### config.mk
export PLATFORM = sky130hd
export DESIGN_NAME = tsc_config_regs
export DESIGN_NICKNAME = d
export VERILOG_FILES = /design/src/tsc_pkg.sv /design/src/tsc_fault_filter.sv /design/src/tsc_config_regs.sv
export SDC_FILE = /design/constraint.sdc
export NUM_CORES = 1
export LEC_CHECK = 0
export BUFFER_PORTS_ARGS = -buffer_cell sky130_fd_sc_hd__buf_2
export CAP_MARGIN = 20
export CORE_MARGIN = 2
export CORE_UTILIZATION = 25
export DETAILED_ROUTE_END_ITERATION = 12
export HOLD_SLACK_MARGIN = 0.1
export PLACE_DENSITY_LB_ADDON = 0.2
export SETUP_SLACK_MARGIN = 0.1
export SLEW_MARGIN = 40
export SYNTH_ARGS = -nofsm -noshare
export SYNTH_HDL_FRONTEND = slang
export SYNTH_SLANG_ARGS = --single-unit
### constraint.sdc
create_clock -name clock_in -period 3.95 [get_ports clock_in]
set_input_delay 0.395 -clock clock_in [delete_from_list [all_inputs] [get_ports clock_in]]
set_output_delay 0.395 -clock clock_in [all_outputs]
set_load 0.1 [all_outputs]
### src/tsc_pkg.sv
package tsc_pkg;

  // ----------------------------------------------------------------
  // Widths
  // ----------------------------------------------------------------
  localparam int BYTE_W = 8;
  localparam int IMG_W = 16;
  localparam int VAL_W = 13;
  localparam int CNT_W = 3;
  localparam int RATE_CNT_W = 28;

  // ----------------------------------------------------------------
  // Field positions in the high and low byte
  // ----------------------------------------------------------------
  localparam int HI_IDLE = 7;
  localparam int HI_RES_HI = 6;
  localparam int HI_RES_LO = 5;
  localparam int HI_FQ_HI = 4;
  localparam int HI_FQ_LO = 3;
  localparam int HI_POL = 2;
  localparam int HI_TM = 1;
  localparam int HI_SD = 0;
  localparam int LO_RATE_HI = 7;
  localparam int LO_RATE_LO = 6;
  localparam int LO_FLAG = 5;
  localparam int LO_EM = 4;
  localparam int LO_RSV_HI = 3;
  localparam int LO_RSV_LO = 0;

  // ----------------------------------------------------------------
  // Fixed and reset values
  // ----------------------------------------------------------------
  localparam logic [1:0] RES_CODE = 2'h3;
  localparam logic [3:0] RSV_VALUE = 4'h0;
  localparam logic IDLE_RESET = 1'h0;

  typedef struct packed {
    logic [1:0] fault_q;
    logic alert_active_level;
    logic tm;
    logic sd;
    logic [1:0] rate;
    logic em;
  } tsc_ctrl_t;

  localparam tsc_ctrl_t CTRL_RESET = '{fault_q: 2'h0, alert_active_level: 1'h0, tm: 1'h0, sd: 1'h0,
                                       rate: 2'h2, em: 1'h0};

  // ----------------------------------------------------------------
  // Fault queue codes and needed counts
  // ----------------------------------------------------------------
  localparam logic [1:0] FQ_ONE = 2'h0;
  localparam logic [1:0] FQ_TWO = 2'h1;
  localparam logic [1:0] FQ_FOUR = 2'h2;
  localparam logic [CNT_W-1:0] NEED_ONE = 3'h1;
  localparam logic [CNT_W-1:0] NEED_TWO = 3'h2;
  localparam logic [CNT_W-1:0] NEED_FOUR = 3'h4;
  localparam logic [CNT_W-1:0] NEED_SIX = 3'h6;

  // ----------------------------------------------------------------
  // Conversion periods
  // ----------------------------------------------------------------
  localparam logic [1:0] RATE_QUARTER = 2'h0;
  localparam logic [1:0] RATE_ONE = 2'h1;
  localparam logic [1:0] RATE_FOUR = 2'h2;
  localparam int CLK_HZ = 50_000_000;
  localparam int MS_PER_S = 1000;
  localparam int PERIOD_QUARTER_MS = 4000;
  localparam int PERIOD_ONE_MS = 1000;
  localparam int PERIOD_FOUR_MS = 250;
  localparam int PERIOD_EIGHT_MS = 125;
  localparam int CYC_QUARTER = CLK_HZ / MS_PER_S * PERIOD_QUARTER_MS;
  localparam int CYC_ONE = CLK_HZ / MS_PER_S * PERIOD_ONE_MS;
  localparam int CYC_FOUR = CLK_HZ / MS_PER_S * PERIOD_FOUR_MS;
  localparam int CYC_EIGHT = CLK_HZ / MS_PER_S * PERIOD_EIGHT_MS;

  typedef enum logic {
    TSC_BYTE_HI = 1'b0,
    TSC_BYTE_LO = 1'b1
  } tsc_byte_t;

  function automatic logic [CNT_W-1:0] tsc_fault_need(input logic [1:0] code);
    if (code == FQ_ONE) begin
      return NEED_ONE;
    end else if (code == FQ_TWO) begin
      return NEED_TWO;
    end else if (code == FQ_FOUR) begin
      return NEED_FOUR;
    end else begin
      return NEED_SIX;
    end
  endfunction

  // Left-justified image to signed value; extended images carry one more bit.
  function automatic logic signed [VAL_W-1:0] tsc_value(input logic [IMG_W-1:0] img,
                                                         input logic em);
    if (em) begin
      return img[IMG_W-1:IMG_W-VAL_W];
    end else begin
      return {img[IMG_W-1], img[IMG_W-1:IMG_W-VAL_W+1]};
    end
  endfunction

endpackage

### src/tsc_fault_filter.sv
module tsc_fault_filter (
  // Clock and reset
  input wire logic clock_in,
  input wire logic rst_in,
  input wire logic clear_in,
  // Results and limits
  input wire logic sample_in,
  input wire logic signed [tsc_pkg::VAL_W-1:0] temp_in,
  input wire logic signed [tsc_pkg::VAL_W-1:0] upper_in,
  input wire logic signed [tsc_pkg::VAL_W-1:0] lower_in,
  input wire logic [1:0] fault_q_in,
  // Alarm state
  output logic active_out,
  output logic change_out
);
  import tsc_pkg::*;

  logic [CNT_W-1:0] count;
  logic [CNT_W-1:0] next_count;
  logic next_active;
  logic next_change;
  logic hit;

  // Counts consecutive faults toward the opposite state, with hysteresis.
  always_comb begin
    next_count = count;
    next_active = active_out;
    next_change = 1'b0;
    hit = active_out ? (temp_in < lower_in) : (temp_in >= upper_in);
    if (clear_in) begin
      next_count = '0;
      next_active = 1'b0;
    end else if (sample_in) begin
      if (!hit) begin
        next_count = '0;
      end else if (count + NEED_ONE >= tsc_fault_need(fault_q_in)) begin
        next_count = '0;
        next_active = !active_out;
        next_change = 1'b1;
      end else begin
        next_count = count + NEED_ONE;
      end
    end
  end

  always_ff @(posedge clock_in or posedge rst_in) begin
    if (rst_in) begin
      count <= '0;
      active_out <= 1'b0;
      change_out <= 1'b0;
    end else begin
      count <= next_count;
      active_out <= next_active;
      change_out <= next_change;
    end
  end

endmodule

### src/tsc_config_regs.sv
// How it works
// - Sixteen-bit register, high byte then low byte.
// - Status bit reads one when not converting.
// - Resolution code always reads binary eleven.
// - Fault code selects one, two, four, six.
// - Polarity bit sets alert active level.
// - Rate code selects conversion period.
// - Flag clears after consecutive upper-limit faults.
// - Flag returns after consecutive below-lower results.
// - Polarity one inverts the flag sense.
// - Flag ignores comparator or interrupt mode.
// - Range bit switches result and limit format.
// - Alert response acknowledged and alert released in the same cycle, interrupt mode only.
// - General-call reset restores defaults, aborts conversion.
module tsc_config_regs #(
  parameter int CYC_QUARTER_P = tsc_pkg::CYC_QUARTER,
  parameter int CYC_ONE_P = tsc_pkg::CYC_ONE,
  parameter int CYC_FOUR_P = tsc_pkg::CYC_FOUR,
  parameter int CYC_EIGHT_P = tsc_pkg::CYC_EIGHT
) (
  // Clock and reset
  input wire logic clock_in,
  input wire logic rst_in,
  // Register byte port
  input wire logic xfer_start_in,
  input wire logic wr_valid_in,
  input wire logic [tsc_pkg::BYTE_W-1:0] wr_byte_in,
  input wire logic rd_req_in,
  output logic [tsc_pkg::BYTE_W-1:0] rd_byte_out,
  output logic rd_valid_out,
  // Bus commands
  input wire logic general_reset_in,
  input wire logic alert_response_in,
  output logic alert_ack_out,
  output logic alert_addr_bit_out,
  // Measurement side
  input wire logic conv_busy_in,
  input wire logic result_valid_in,
  input wire logic [tsc_pkg::IMG_W-1:0] temp_image_in,
  input wire logic [tsc_pkg::IMG_W-1:0] upper_limit_in,
  input wire logic [tsc_pkg::IMG_W-1:0] lower_limit_in,
  output logic conv_start_out,
  output logic conv_abort_out,
  output logic power_down_out,
  output logic range_extend_out,
  // Alert pin
  output logic alert_out
);
  import tsc_pkg::*;

  tsc_ctrl_t ctrl;
  tsc_ctrl_t next_ctrl;
  tsc_byte_t byte_pos;
  tsc_byte_t next_byte_pos;
  tsc_byte_t pos_eff;
  logic conv_idle;
  logic next_conv_idle;
  logic [BYTE_W-1:0] next_rd_byte;
  logic next_rd_valid;
  logic alert_state;
  logic next_alert_state;
  logic next_alert_out;
  logic next_alert_ack;
  logic next_addr_bit;
  logic [RATE_CNT_W-1:0] rate_cnt;
  logic [RATE_CNT_W-1:0] next_rate_cnt;
  logic next_conv_start;
  logic flag_active;
  logic flag_change;
  logic flag_bit;

  function automatic logic [RATE_CNT_W-1:0] rate_last(input logic [1:0] code);
    if (code == RATE_QUARTER) begin
      return RATE_CNT_W'(CYC_QUARTER_P - 1);
    end else if (code == RATE_ONE) begin
      return RATE_CNT_W'(CYC_ONE_P - 1);
    end else if (code == RATE_FOUR) begin
      return RATE_CNT_W'(CYC_FOUR_P - 1);
    end else begin
      return RATE_CNT_W'(CYC_EIGHT_P - 1);
    end
  endfunction

  // ----------------------------------------------------------------
  // Alarm hysteresis
  // ----------------------------------------------------------------
  tsc_fault_filter tsc_fault_filter_inst (
    .clock_in(clock_in),
    .rst_in(rst_in),
    .clear_in(general_reset_in),
    .sample_in(result_valid_in),
    .temp_in(tsc_value(temp_image_in, ctrl.em)),
    .upper_in(tsc_value(upper_limit_in, ctrl.em)),
    .lower_in(tsc_value(lower_limit_in, ctrl.em)),
    .fault_q_in(ctrl.fault_q),
    .active_out(flag_active),
    .change_out(flag_change)
  );

  // The flag bit depends only on polarity, never on the mode bit.
  assign flag_bit = ctrl.alert_active_level ? flag_active : !flag_active;

  // ----------------------------------------------------------------
  // Register access
  // ----------------------------------------------------------------
  always_comb begin
    next_ctrl = ctrl;
    pos_eff = xfer_start_in ? TSC_BYTE_HI : byte_pos;
    next_byte_pos = pos_eff;
    next_rd_byte = rd_byte_out;
    next_rd_valid = 1'b0;
    next_conv_idle = !conv_busy_in;
    if (wr_valid_in || rd_req_in) begin
      next_byte_pos = (pos_eff == TSC_BYTE_HI) ? TSC_BYTE_LO : TSC_BYTE_HI;
    end
    if (wr_valid_in && pos_eff == TSC_BYTE_HI) begin
      // Status and resolution bits are not stored.
      next_ctrl.fault_q = wr_byte_in[HI_FQ_HI:HI_FQ_LO];
      next_ctrl.alert_active_level = wr_byte_in[HI_POL];
      next_ctrl.tm = wr_byte_in[HI_TM];
      next_ctrl.sd = wr_byte_in[HI_SD];
    end else if (wr_valid_in) begin
      next_ctrl.rate = wr_byte_in[LO_RATE_HI:LO_RATE_LO];
      next_ctrl.em = wr_byte_in[LO_EM];
    end
    if (rd_req_in) begin
      next_rd_valid = 1'b1;
      if (pos_eff == TSC_BYTE_HI) begin
        next_rd_byte = {conv_idle, RES_CODE, ctrl.fault_q, ctrl.alert_active_level, ctrl.tm,
                        ctrl.sd};
      end else begin
        next_rd_byte = {ctrl.rate, flag_bit, ctrl.em, RSV_VALUE};
      end
    end
    if (general_reset_in) begin
      next_ctrl = CTRL_RESET;
      next_conv_idle = IDLE_RESET;
    end
  end

  always_ff @(posedge clock_in or posedge rst_in) begin
    if (rst_in) begin
      ctrl <= CTRL_RESET;
      byte_pos <= TSC_BYTE_HI;
      conv_idle <= IDLE_RESET;
      rd_byte_out <= '0;
      rd_valid_out <= 1'b0;
    end else begin
      ctrl <= next_ctrl;
      byte_pos <= next_byte_pos;
      conv_idle <= next_conv_idle;
      rd_byte_out <= next_rd_byte;
      rd_valid_out <= next_rd_valid;
    end
  end

  // ----------------------------------------------------------------
  // Alert output and alert response
  // ----------------------------------------------------------------
  always_comb begin
    next_alert_state = alert_state;
    next_alert_ack = 1'b0;
    next_addr_bit = flag_active ? ctrl.alert_active_level : !ctrl.alert_active_level;
    if (!ctrl.tm) begin
      next_alert_state = flag_active;
    end else begin
      if (alert_response_in && alert_state) begin
        next_alert_ack = 1'b1;
        next_alert_state = 1'b0;
      end
      // A new flag event in the response cycle is kept.
      if (flag_change) begin
        next_alert_state = 1'b1;
      end
    end
    if (general_reset_in) begin
      next_alert_state = 1'b0;
    end
    next_alert_out = next_alert_state ? next_ctrl.alert_active_level : !next_ctrl.alert_active_level;
  end

  always_ff @(posedge clock_in or posedge rst_in) begin
    if (rst_in) begin
      alert_state <= 1'b0;
      alert_out <= 1'b1;
      alert_ack_out <= 1'b0;
      alert_addr_bit_out <= 1'b0;
    end else begin
      alert_state <= next_alert_state;
      alert_out <= next_alert_out;
      alert_ack_out <= next_alert_ack;
      alert_addr_bit_out <= next_addr_bit;
    end
  end

  // ----------------------------------------------------------------
  // Conversion timer
  // ----------------------------------------------------------------
  always_comb begin
    next_rate_cnt = rate_cnt + RATE_CNT_W'(1);
    next_conv_start = 1'b0;
    if (ctrl.sd || general_reset_in) begin
      next_rate_cnt = '0;
    end else if (rate_cnt >= rate_last(ctrl.rate)) begin
      next_rate_cnt = '0;
      next_conv_start = 1'b1;
    end
  end

  always_ff @(posedge clock_in or posedge rst_in) begin
    if (rst_in) begin
      rate_cnt <= '0;
      conv_start_out <= 1'b0;
      conv_abort_out <= 1'b0;
      power_down_out <= CTRL_RESET.sd;
      range_extend_out <= CTRL_RESET.em;
    end else begin
      rate_cnt <= next_rate_cnt;
      conv_start_out <= next_conv_start;
      conv_abort_out <= general_reset_in;
      power_down_out <= next_ctrl.sd;
      range_extend_out <= next_ctrl.em;
    end
  end
endmodule

# Word level (Yosys, flattened, before mapping)
# Index checks and enable logic that the tools add are counted.
[word_totals]
mem_count = 0
elab_cells = 98
ram_bits = 0
mem_bits_ro = 0
out_inout_bits = 16
register_bits = 58
latch_bits = 0
[classes]
n_bitwise = 1
n_eq_ne = 5
add_sub_neg = 2
n_mul = 0
div = 0
shift = 0
reduce_logical = 17
muxes = 49
n_lt_le_gt_ge = 4
[ops]
columns = ["op", "count"]
rows = [
  ["$mux 28", 4],
  ["$mux 12", 3],
  ["$mux 3", 11],
  ["$add 28x1->28 const B", 1],
  ["$ge 28x28->1", 1],
  ["$mux 26", 1],
  ["$mux 1", 25],
  ["$mux 24", 1],
  ["$mux 8", 2],
  ["$ge 13x13->1", 1],
  ["$lt 13x13->1", 1],
  ["$reduce_bool 2->1", 5],
  ["$mux 5", 1],
  ["$eq 2x1->1 const B", 2],
  ["$eq 2x2->1 const B", 2],
  ["$logic_not 1->1", 4],
  ["$logic_not 2->1", 2],
  ["$add 3x1->3 const B", 1],
  ["$ge 3x3->1", 1],
  ["$reduce_and 3->1", 1],
  ["$logic_and 1x1->1", 2],
  ["$logic_or 1x1->1", 2],
  ["$mux 2", 1],
  ["$ne 2x2->1 const B", 1],
  ["2 further kinds", 2],
]

# Depth between registers and ports, before layout
# Gate-level depths: netlist of run 1.
[logic_depth]
word_depth = 12
mapped_depth = 11
ltp_nobuf = 10

# By module
# From an unflattened synthesis of run 1, not the netlist that was laid out.
[unflattened]
cells_unflattened = 485
hier_area_um2 = 4558.1
[by_module_without_submodules]
columns = ["mod", "n_inst", "area_each_um2", "cells_per_inst", "seq_area_each_um2"]
rows = [
  ["tsc_config_regs", 1, 3554.7, 359, 1328.8],
  ["tsc_fault_filter", 1, 1003.5, 126, 125.1],
]

# Worst setup path after synthesis of run 1
# No wires, ideal clock.
[synth_path]
path_type = "register to register"
from = "reg, netlist name range_extend_out"
to = "reg tsc_fault_filter_inst.active_out"
required_ns = 3.816
synth_period_minus_slack_ns = 3.635
n_path_buf = 2
path_stages_with_launch = 10
slack_ns = 0.315
arrival_time_ns = 3.501
setup_time_ns = 0.134
path_cell_list = "dfrtp_1 > clkbuf_1 > buf_1 > mux2_2 > ha_1 > and4_1 > a31o_2 > or3_1 > a21oi_1 > o21ai_0"
[synth_rtl]
columns = ["element", "line", "text"]
rows = [
  ["end signal: assignment", "tsc_fault_filter.sv:53", "active_out <= next_active;"],
  ["end: declaration", "tsc_fault_filter.sv:13", "output logic active_out,"],
]

# Worst setup path after layout of run 1
[layout_path]
from = "reg ctrl[2] in the netlist's numbering"
to = "reg rate_cnt[18]"
[layout_between]
elab_chain_len = 8
word_cells_on_any_way = 10
classes_between = "1 x order compare; 2 x eq/ne; 6 x mux; 1 x reduce/logical"
[layout_rtl]
columns = ["element", "line", "text"]
rows = [
  ["start: declaration", "tsc_config_regs.sv:51", "tsc_ctrl_t ctrl;"],
  ["start signal: assignment", "tsc_config_regs.sv:149", "ctrl <= next_ctrl;"],
  ["$eq 2x2->1", "tsc_config_regs.sv:77", "end else if (code == RATE_FOUR) begin"],
  ["$mux 24", "tsc_config_regs.sv:77", ""],
  ["$mux 26", "tsc_config_regs.sv:75", "end else if (code == RATE_ONE) begin"],
  ["$mux 28 *", "tsc_config_regs.sv:73", "if (code == RATE_QUARTER) begin"],
  ["$mux 28 *", "tsc_config_regs.sv:202", "if (ctrl.sd || general_reset_in) begin"],
  ["$ge 28x28->1 *", "tsc_config_regs.sv:204", "end else if (rate_cnt >= rate_last(ctrl.rate)) begin"],
  ["$mux 28 *", "tsc_config_regs.sv:204", ""],
  ["$mux 28 *", "tsc_config_regs.sv:202", ""],
  ["via next_rate_cnt[18]", "tsc_config_regs.sv:66", "logic [RATE_CNT_W-1:0] next_rate_cnt;"],
  ["end signal: assignment", "tsc_config_regs.sv:218", "rate_cnt <= next_rate_cnt;"],
  ["end: declaration", "tsc_config_regs.sv:65", "logic [RATE_CNT_W-1:0] rate_cnt;"],
]
# Mark *: on every way through the listed nets, which the timed path passes. The rest lies on a longest branch. The select of a mux whose other input is x is not followed.
# A chain may end at the register's enable or synchronous reset.

==> impl_metrics.toml, run 1 <==
[yosys]
yosys.area_share.simple_pct = 18.1
synth_fa_ha_area_share_pct = 15.6
yosys.area_share.xor_xnor_pct = 6.71
synth_mux_area_share_pct = 8.75
netlist_area_sq_mm = 0.00418
synth_warnings = 0
syn_nets = 556
yosys.area.top_type = "dfrtp_1"
synthArstFlopShare_pct = 100
ys_seq_area_share_pct = 34.8
synth_ff_type = "dfrtp_1"
ys_types = 54
ys_ff_latch = 58
synth_top_family_by_area = "simple AND/OR/NAND/NOR gates"
synth_edf_count = 0
syn_area_per_cell_sq_um = 9.51
syn_inst = 439
synth_top_area_share_pct = 33.6
synth_area_leaders = "dfrtp_1 34%, ha_1 16%, mux2i_1 5.5%"
synth-compound-area-share_pct = 12.0

[worst_setup_path]
crit_fanout = 28
critPathArrivalTime_ns = 3.45
crit_chain = "inv_1 -> ha_1 -> or2_2 -> ha_1 -> a21o_1 -> a211oi_1 -> nand3_1 -> a311oi_2 -> nand3_4 -> nor2_1"
cp_top_family = "simple AND/OR/NAND/NOR gates"
worstSetupPathType = "register to register"
crit_path_end_kind = "register"
critPathMaxStageDelay_ns = 0.56
crit_top_cell = "ha_1"
cp.required_ns = 4.20
cp-start-kind = "register"
critPathSlowestCell = "dfstp_2"
crit_buf_inv = 1

[place]
dp_hpwl_mm = 7.68
gp_congestion = 0.808
port_buffers = 70
placed_cells = 715

[global_routing]
grt_max_degree = 39
grt_pass1_vias = 3361
grt_first_pass_wirelength_mm = 16.8
grt-ovfl-total = 0
antenna_found_initial = 0
grt_usage_pct = 11.6

[final_layout]
layout_common_cells = "70 x buf_2, 55 x dfrtp_1, 52 x ha_1, 43 x nor2_1, 28 x nand2_1"
insertedDiodeCount = 0
area.growth.synth_to_final_pct = 21.3
fin_util_pct = 30.8
final_common_cell = "buf_2"
fin_nets = 623
fin_cells = 731
drive_gt1_share_pct = 23.5

[power_and_ir_drop]
power_frac_seq_pct = 34.2
power_mw = 1.91
p_int_mw = 1.32
p_leak_nw = 2.32
p_comb_share_pct = 21.2
power_switching_mw = 0.588
switching_share_pct = 30.8
pwr-share-clk_pct = 44.6
vdd_drop_max_mv = 0.262
power-per-cell-area_mw_per_mm2 = 378

[floorplanning]
coreArea_sq_mm = 0.0165
rows = 47
start_util_pct = 25.4
fp.dieW_um = 133
die_y_um = 133
pin_count = 81
fp.dieArea_sq_mm = 0.0178

[cts]
ctsHoldBuffers = 0
cts_resized = 0
post_cts_buffers = 0
clock_latency_ns = 0.33
numCtsBuffers = 9
htreeDepth = 3
cts_tree = "built"
cts_buffer_depth = 2
path_clk_slew_ns = 0.06
clock_sinks = 58
cts_root_buffer = "clkbuf_16"

[timing]
worst_pin_slew_ns = 0.743
period_minus_slack_ns = 3.21
clock_skew_ns = 0.00870
finalCritPeriodShare_pct = 81.2
finalHoldViolations = 0
rsz0062_at_grt = "false"
max-slew-margin-rel_pct = 50.5
whs_ns = 0.133
slew_viol_final = 0
setup_tns_ns = 0
setup_violations = 0
fmax_mhz = 312

[detailed_routing]
postRouteAntennaNets = 0
vias = 3322
routed_wl_mm = 9.93
firstDrtPassIters = 4
drt_first_iter_violations = 113
wl_per_cell_um = 13.6
drc_errors = 0
viasPerCell = 4.54

[hold_path]
min_path_type = "primary input to asynchronous set/reset pin"

[run]
drv_cap = 0

[run_status]
status = "complete, no violations"
-- cells in the mapped netlist, drive strengths merged, types with 5 or more instances --
library cell  number
mux2              12
ha                52
dfrtp             56
nor2              51
clkbuf            12
a21oi             23
a211oi             7
inv               21
nand2             28
a31oi              5
xor2              19
nand4              8
o21ai             18
xnor2             13
buf                5
and3              10
nand3             26
mux2i             23
-- power groups by stage --
stage / Combinational, mW / Clock [mW] / Sequential, mW
after floorplan: 0.203 / 0 / 0.765
after detailed placement: 0.410 / 0 / 0.667
after global routing: 0.451 / 0.900 / 0.660
after CTS: 0.413 / 0.874 / 0.656
final: 0.406 / 0.852 / 0.655
after global placement: 0.404 / 0 / 0.665
-- area by class of cell --
| class | instances | area [sq um] |
|---|---|---|
| clock buffers | 10 | 239 |
| flip-flops and latches | 58 | 1460 |
| repair buffers | 73 | 373 |
| clock inverters | 6 | 90.1 |
| inverters | 21 | 80.1 |
| well taps | 220 | 275 |
| fillers | 1801 | 11400 |
| multi-input cells | 343 | 2550 |
-- per-stage QoR --
step	instance area (sq um)	worst slack [ns]
floorplan	4180	0.315
global placement	4730	0.745
detailed placement	4730	0.676
CTS	5060	0.653
global route	5060	0.333
finish	5060	0.743
-- sequential cells by signal (all words and copies together) (netlist names) --
register and count:
rd_byte_out 8, alert_out 1, tsc_fault_filter_inst.active_out 1, tsc_fault_filter_inst.count 3, conv_idle 1, rate_cnt 28, conv_abort_out 1, byte_pos 1
conv_start_out 1, ctrl 6, alert_addr_bit_out 1, tsc_fault_filter_inst.change_out 1, range_extend_out 1, rd_valid_out 1, alert_state 1, alert_ack_out 1
power_down_out 1
-- metal layers --
layer	wire, um	up-vias	global-route usage, %
met1	4980	1563	16.0
met5	0	-	0
met3	264	7	2.25
met2	4590	50	18.9
met4	85	0	2.66
li1	-	1702	-
-- kinds of logic after synthesis --
kind of cell             count (synthesis)
AO/OA/AOI/OAI                           78
XOR/XNOR                                32
adder cells (fa/ha/maj)                 52
buffers and inverters                   38
flip-flops                              58
multiplexers                            35
AND/OR/NAND/NOR                        146
-- path summary, 6_finish.rpt --
check | startpoint | to | slack [ns] | cells past startpoint
setup / recovery | ctrl[2]$_DFFE_PP1P_ | rate_cnt[18]$_DFF_PP0_ | 0.74 | 10
hold / removal | rst_in | alert_state$_DFF_PP0_ | 0.13 | 2
setup reg to reg | ctrl[2]$_DFFE_PP1P_ | rate_cnt[18]$_DFF_PP0_ | 0.74 | 10
hold reg to reg | rate_cnt[0]$_DFF_PP0_ | rate_cnt[0]$_DFF_PP0_ | 0.50 | 1
max in group asynchronous | rst_in | conv_start_out$_DFF_PP0_ | 3.08 | 3
min in group clock_in | conv_busy_in | conv_idle$_DFF_PP0_ | 0.22 | 2
-- worst reg2reg max path, cell delays in order (launching register included) --
cell      delay [ns]
dfstp_2         0.56
inv_1           0.10
ha_1            0.29
or2_2           0.39
ha_1            0.30
a21o_1          0.18
a211oi_1        0.24
nand3_1         0.12
a311oi_2        0.35
nand3_4         0.38
nor2_1          0.22
Note: power is estimated with default switching activity, not from simulation.
==> run 2, diff against run 1 <==
==> constraint.sdc (replaced) <==
create_clock -name clock_in -period 3 [get_ports clock_in]
set_input_delay 0.3 -clock clock_in [delete_from_list [all_inputs] [get_ports clock_in]]
set_output_delay 0.3 -clock clock_in [all_outputs]
set_load 0.1 [all_outputs]
==> impl_metrics.toml, run 2 (same netlist as run 1, synthesis figures left out) <==
[run_status]
status = "complete, no violations"

[floorplanning]
start_util_pct = 25.4
fp.dieArea_sq_mm = 0.0178
coreArea_sq_mm = 0.0165
pin_count = 81
die_y_um = 133
rows = 47
fp.dieW_um = 133

[place]
placed_cells = 724
gp_congestion = 0.853
dp_hpwl_mm = 8.06
port_buffers = 70

[hold_path]
min_path_cells = 2
min_path_type = "primary input to register"

[final_layout]
final_common_cell = "buf_2"
layout_common_cells = "70 x buf_2, 55 x dfrtp_1, 50 x ha_1, 42 x nor2_1, 28 x nand2_1"
fin_cells = 754
insertedDiodeCount = 0
area.growth.synth_to_final_pct = 28.0
fin_nets = 646
largest_reg_flops = 28
top_register = "rate_cnt"
top_regs = "rate_cnt: 28 flops, rd_byte_out: 8 flops, ctrl: 6 flops"
drive_gt1_share_pct = 27.5

[timing]
slew_viol_final = 0
rsz0062_at_grt = "false"
period_minus_slack_ns = 2.80
max-slew-margin-rel_pct = 50.6
finalCritPeriodShare_pct = 93.2
worst_pin_slew_ns = 0.740
setup_violations = 0
fmax_mhz = 358
setup_tns_ns = 0
clock_skew_ns = 0.00711
finalHoldViolations = 0

[detailed_routing]
routed_wl_mm = 10.9
firstDrtPassIters = 4
postRouteAntennaNets = 0
drc_errors = 0
wl_per_cell_um = 14.4
drt_first_iter_violations = 133
vias = 3504
viasPerCell = 4.65

[worst_setup_path]
critPathMaxStageDelay_ns = 0.56
crit_top_cell = "ha_1"
crit_fanout = 6
rr_worst_depth = 11
cp-start-kind = "register"
critPathArrivalTime_ns = 3.05
crit_chain = "inv_2 -> ha_1 -> or2_4 -> buf_4 -> ha_1 -> a31oi_1 -> o21ai_0 -> a22oi_1 -> nand3_4 -> clkbuf_16 -> nor2_1"
cp.required_ns = 3.25
crit_path_end_kind = "register"
worstSetupPathType = "register to register"
critPathSlowestCell = "dfstp_2"

[power_and_ir_drop]
pwr-share-clk_pct = 41.5
power_frac_seq_pct = 34.3
power_switching_mw = 0.774
p_comb_share_pct = 24.2
power-per-cell-area_mw_per_mm2 = 467
vdd_drop_max_mv = 0.267
p_leak_nw = 2.45
switching_share_pct = 31.0
p_int_mw = 1.72

[cts]
cts_tree = "built"
clock_sinks = 58
path_clk_slew_ns = 0.05
clock_latency_ns = 0.33
cts_buffer_depth = 2
htreeDepth = 3
cts_root_buffer = "clkbuf_16"
numCtsBuffers = 9

[global_routing]
grt-ovfl-total = 0
grt_first_pass_wirelength_mm = 17.2
grt_max_degree = 37
antenna_found_initial = 0
grt_usage_pct = 12.0
grt_pass1_vias = 3574

[run]
drv_cap = 0
-- run 2: timing repair --
item / in CTS / in global routing
setup buffers: 0 / 9
setup endpoints to repair: 0 / 34
hold buffers: 1 / 1
resized for setup: 0 / 11
hold endpoints to repair: 22 / 1
-- run 2: final cells by class --
type | instances | area, sq um
well taps | 220 | 275
inverters | 21 | 78.8
repair buffers | 96 | 614
clock inverters | 3 | 40.0
flip-flops and latches | 58 | 1460
multi-input cells | 343 | 2620
clock buffers | 13 | 260
fillers | 1742 | 11100
-- run 2: through the flow --
step                utilization [%]  area, sq um  total power [mW]  hold slack [ns]  setup WS, ns
finish                         32.4         5340              2.49            0.239         0.204
floorplan                         -         4220              1.28            0.331         0.127
detailed placement             29.4         4840              1.44            0.367         0.140
global route                   32.4         5340              2.63            0.232        0.0717
CTS                            31.3         5150              2.49            0.102         0.119
global placement               29.4         4840              1.43            0.359         0.166
-- run 2: power by group through the flow --
stage / registers (mW) / logic, mW / clock network [mW]
after floorplan: 1.01 / 0.276 / 0
after global placement: 0.871 / 0.559 / 0
after detailed placement: 0.872 / 0.568 / 0
after CTS: 0.859 / 0.572 / 1.06
after global routing: 0.862 / 0.667 / 1.10
final: 0.856 / 0.604 / 1.03
-- run 2: worst max-delay path: cells and delay by family (launching register included) --
kind / cells / cell delay (ns)
flops: 1 / 0.56
simple gates: 3 / 0.58
compound gates: 3 / 0.62
fa+ha+maj: 2 / 0.50
buf+inv: 3 / 0.45
-- run 2: layer usage --
layer,up-vias,GRT usage (%),routed length [um]
met2,55,20.4,5430
met5,-,0,0
met4,0,4.43,176
met1,1679,14.9,4960
met3,13,2.93,311
li1,1757,-,-
-- run 2: final timing paths --
| path | start | end | slack, ns |
|---|---|---|---|
| min in group asynchronous | rst_in | rate_cnt[9]$_DFF_PP0_ | 0.57 |
| min | wr_byte_in[7] | ctrl[2]$_DFFE_PP1P_ | 0.24 |
| max in group asynchronous | rst_in | range_extend_out$_DFFE_PP0P_ | 1.98 |
| min reg2reg | rate_cnt[0]$_DFF_PP0_ | rate_cnt[0]$_DFF_PP0_ | 0.49 |
| max | ctrl[2]$_DFFE_PP1P_ | rate_cnt[27]$_DFF_PP0_ | 0.20 |
| max reg2reg | ctrl[2]$_DFFE_PP1P_ | rate_cnt[27]$_DFF_PP0_ | 0.20 |
==> run 3, diff against run 2 <==
--- a/config.mk
+++ b/config.mk
@@ -5,6 +5,7 @@
 export SDC_FILE = /design/constraint.sdc
 export NUM_CORES = 1
 export LEC_CHECK = 0
+export ABC_AREA = 1
 export BUFFER_PORTS_ARGS = -buffer_cell sky130_fd_sc_hd__buf_2
 export CAP_MARGIN = 20
 export CORE_MARGIN = 2
==> impl_metrics.toml, run 3 <==
[run_status]
status = "finished with violations"
violations = "DRC"

[floorplanning]
start_util_pct = 25.6
die_y_um = 140
rows = 49
fp.dieArea_sq_mm = 0.0196
coreArea_sq_mm = 0.0181
fp.dieW_um = 140
pin_count = 81

[hold_path]
min_path_type = "primary input to register"

[yosys]
synthArstFlopShare_pct = 100
synth-compound-area-share_pct = 10.2
yosys.area_share.simple_pct = 33.1
synth_top_family_by_area = "simple AND/OR/NAND/NOR gates"
synth.top_cells.by_count = "178 x nand2_1, 87 x inv_1, 74 x nor2_1, 57 x o21ai_0, 56 x dfrtp_1"
synth_area_leaders = "dfrtp_1 30%, nand2_1 14%, ha_1 14%"
ys_seq_area_share_pct = 31.4
netlist_area_sq_mm = 0.00463
synth_fa_ha_area_share_pct = 14.0
synth_ff_type = "dfrtp_1"
yosysMostFrequentCell = "nand2_1"
ys_types = 36
synth_top_area_share_pct = 30.2
yosys.area.top_type = "dfrtp_1"
ys_ff_latch = 58
synth_edf_count = 0
syn_area_per_cell_sq_um = 6.92
synth_warnings = 0
yosys.area_share.xor_xnor_pct = 2.27
syn_inst = 670
synth_mux_area_share_pct = 0.216
syn_nets = 787

[final_layout]
insertedDiodeCount = 0
drive_gt1_share_pct = 15.8
nFillCells = 1968
fin_nets = 860
layout_common_cells = "178 x nand2_1, 86 x inv_1, 74 x nor2_1, 70 x buf_2, 57 x o21ai_0"
final_common_cell = "nand2_1"
largest_reg_flops = 28
top_register = "rate_cnt"
area.growth.synth_to_final_pct = 20.3
top_regs = "rate_cnt: 28 flops, rd_byte_out: 8 flops, ctrl: 6 flops"

[global_routing]
grt_pass1_vias = 4250
grt_usage_pct = 13.3
grt_first_pass_wirelength_mm = 21.2
antenna_found_initial = 1
grt_max_degree = 43
grt-ovfl-total = 0

[timing]
worst_pin_slew_ns = 0.592
fmax_mhz = 386
setup_tns_ns = 0
slew_viol_final = 0
finalHoldViolations = 0
rsz0062_at_grt = "false"
max-slew-margin-rel_pct = 60.4
period_minus_slack_ns = 2.59
clock_skew_ns = 0.00835
setup_violations = 0
finalCritPeriodShare_pct = 86.3
whs_ns = 0.133

[power_and_ir_drop]
p_leak_nw = 2.83
vdd_drop_max_mv = 0.227
power-per-cell-area_mw_per_mm2 = 445
power_mw = 2.48

[place]
dp_hpwl_mm = 9.82
port_buffers = 70
gp_congestion = 0.827

[cts]
cts_root_buffer = "clkbuf_16"
path_clk_slew_ns = 0.05
cts_buffer_depth = 2
cts_tree = "built"
numCtsBuffers = 9
clock_latency_ns = 0.32
htreeDepth = 3
clock_sinks = 58
post_cts_buffers = 0

[worst_setup_path]
worstSetupPathType = "register to register"
cp.required_ns = 3.24
critPathMaxStageDelay_ns = 0.57
crit_chain = "inv_1 -> ha_1 -> nor2_4 -> inv_1 -> ha_1 -> nand2_1 -> nor2_1 -> o21ai_0 -> a31oi_1 -> nor2_1 -> nand2_8 -> nor2_1"
crit_path_end_kind = "register"
cp-start-kind = "register"
crit_fanout = 28
critPathArrivalTime_ns = 2.83
crit_top_cell = "nor2_1"
critPathSlowestCell = "dfstp_2"

[detailed_routing]
wl_per_cell_um = 12.6
viasPerCell = 4.47
drt_first_iter_violations = 183
routed_wl_mm = 12.3
firstDrtPassIters = 8
postRouteAntennaNets = 0
vias = 4366
drc_errors = 2

[run]
drv_cap = 0
-- run 3: final timing paths --
path / cells past startpoint / slack (ns) / to / startpoint
setup / recovery: 12 / 0.41 / rate_cnt[25]$_DFF_PP0_ / ctrl[2]$_DFFE_PP1P_
hold / removal: 2 / 0.13 / conv_idle$_DFF_PP0_ / conv_busy_in
setup reg to reg: 12 / 0.41 / rate_cnt[25]$_DFF_PP0_ / ctrl[2]$_DFFE_PP1P_
hold reg to reg: 2 / 0.48 / rd_byte_out[5]$_DFFE_PP0P_ / rd_byte_out[5]$_DFFE_PP0P_
max in group asynchronous: 4 / 1.85 / rd_byte_out[2]$_DFFE_PP0P_ / rst_in
min in group asynchronous: 3 / 0.59 / rate_cnt[1]$_DFF_PP0_ / rst_in
-- run 3: cell type report --
class / instances / area (sq um) / area share, %
multi-input cells: 509 / 2780 / 49.9
flip-flops and latches: 58 / 1450 / 26.1
repair buffers: 77 / 418 / 7.50
inverters: 88 / 333 / 5.97
well taps: 229 / 287 / 5.14
clock buffers: 12 / 246 / 4.42
clock inverters: 4 / 51.3 / 0.921
-- run 3: report_power, final --
group	internal (mW)	switching [mW]	total, mW
Clock	0.665	0.359	1.02
Combinational	0.177	0.425	0.602
Sequential	0.824	0.0280	0.852
-- run 3: layer usage --
layer,global-route usage (%),up-vias,part of all wire (%)
li1,-,2325,-
met1,18.9,1963,51
met2,20.7,61,44
met3,2.09,15,3.3
met4,4.15,2,1.7
met5,0,-,0.11
-- run 3: cells by family (layout without fill, tap and decap cells) --
family	Yosys count	count (layout)
simple gates	354	354
buf+inv	103	181
compound gates	90	90
flops	58	58
fa+ha+maj	52	52
xor+xnor	12	12
mux	1	1
-- run 3: what timing repair did --
item	in CTS	in global routing
endpoints found under the hold margin	38	0
gates resized for setup	0	1
endpoints found under the setup margin	0	28
hold buffers	1	0
-- run 3: worst max-delay path: cells and delay by family, from the launching register on --
family,cells,cell delay [ns]
buf+inv,2,0.22
compound gates,2,0.18
simple gates,6,0.97
flops,1,0.57
fa+ha+maj,2,0.57
-- run 3: per-stage QoR --
stage / setup slack [ns] / std cells / util [%] / area (sq um)
2_1_floorplan: 0.142 / 670 / - / 4630
3_3_place_gp: 0.373 / 960 / 29.0 / 5250
3_5_place_dp: 0.347 / 960 / 29.1 / 5260
4_1_cts: 0.317 / 977 / 30.8 / 5560
5_1_grt: 0.153 / 977 / 30.8 / 5570
6_report: 0.411 / 977 / 30.8 / 5570
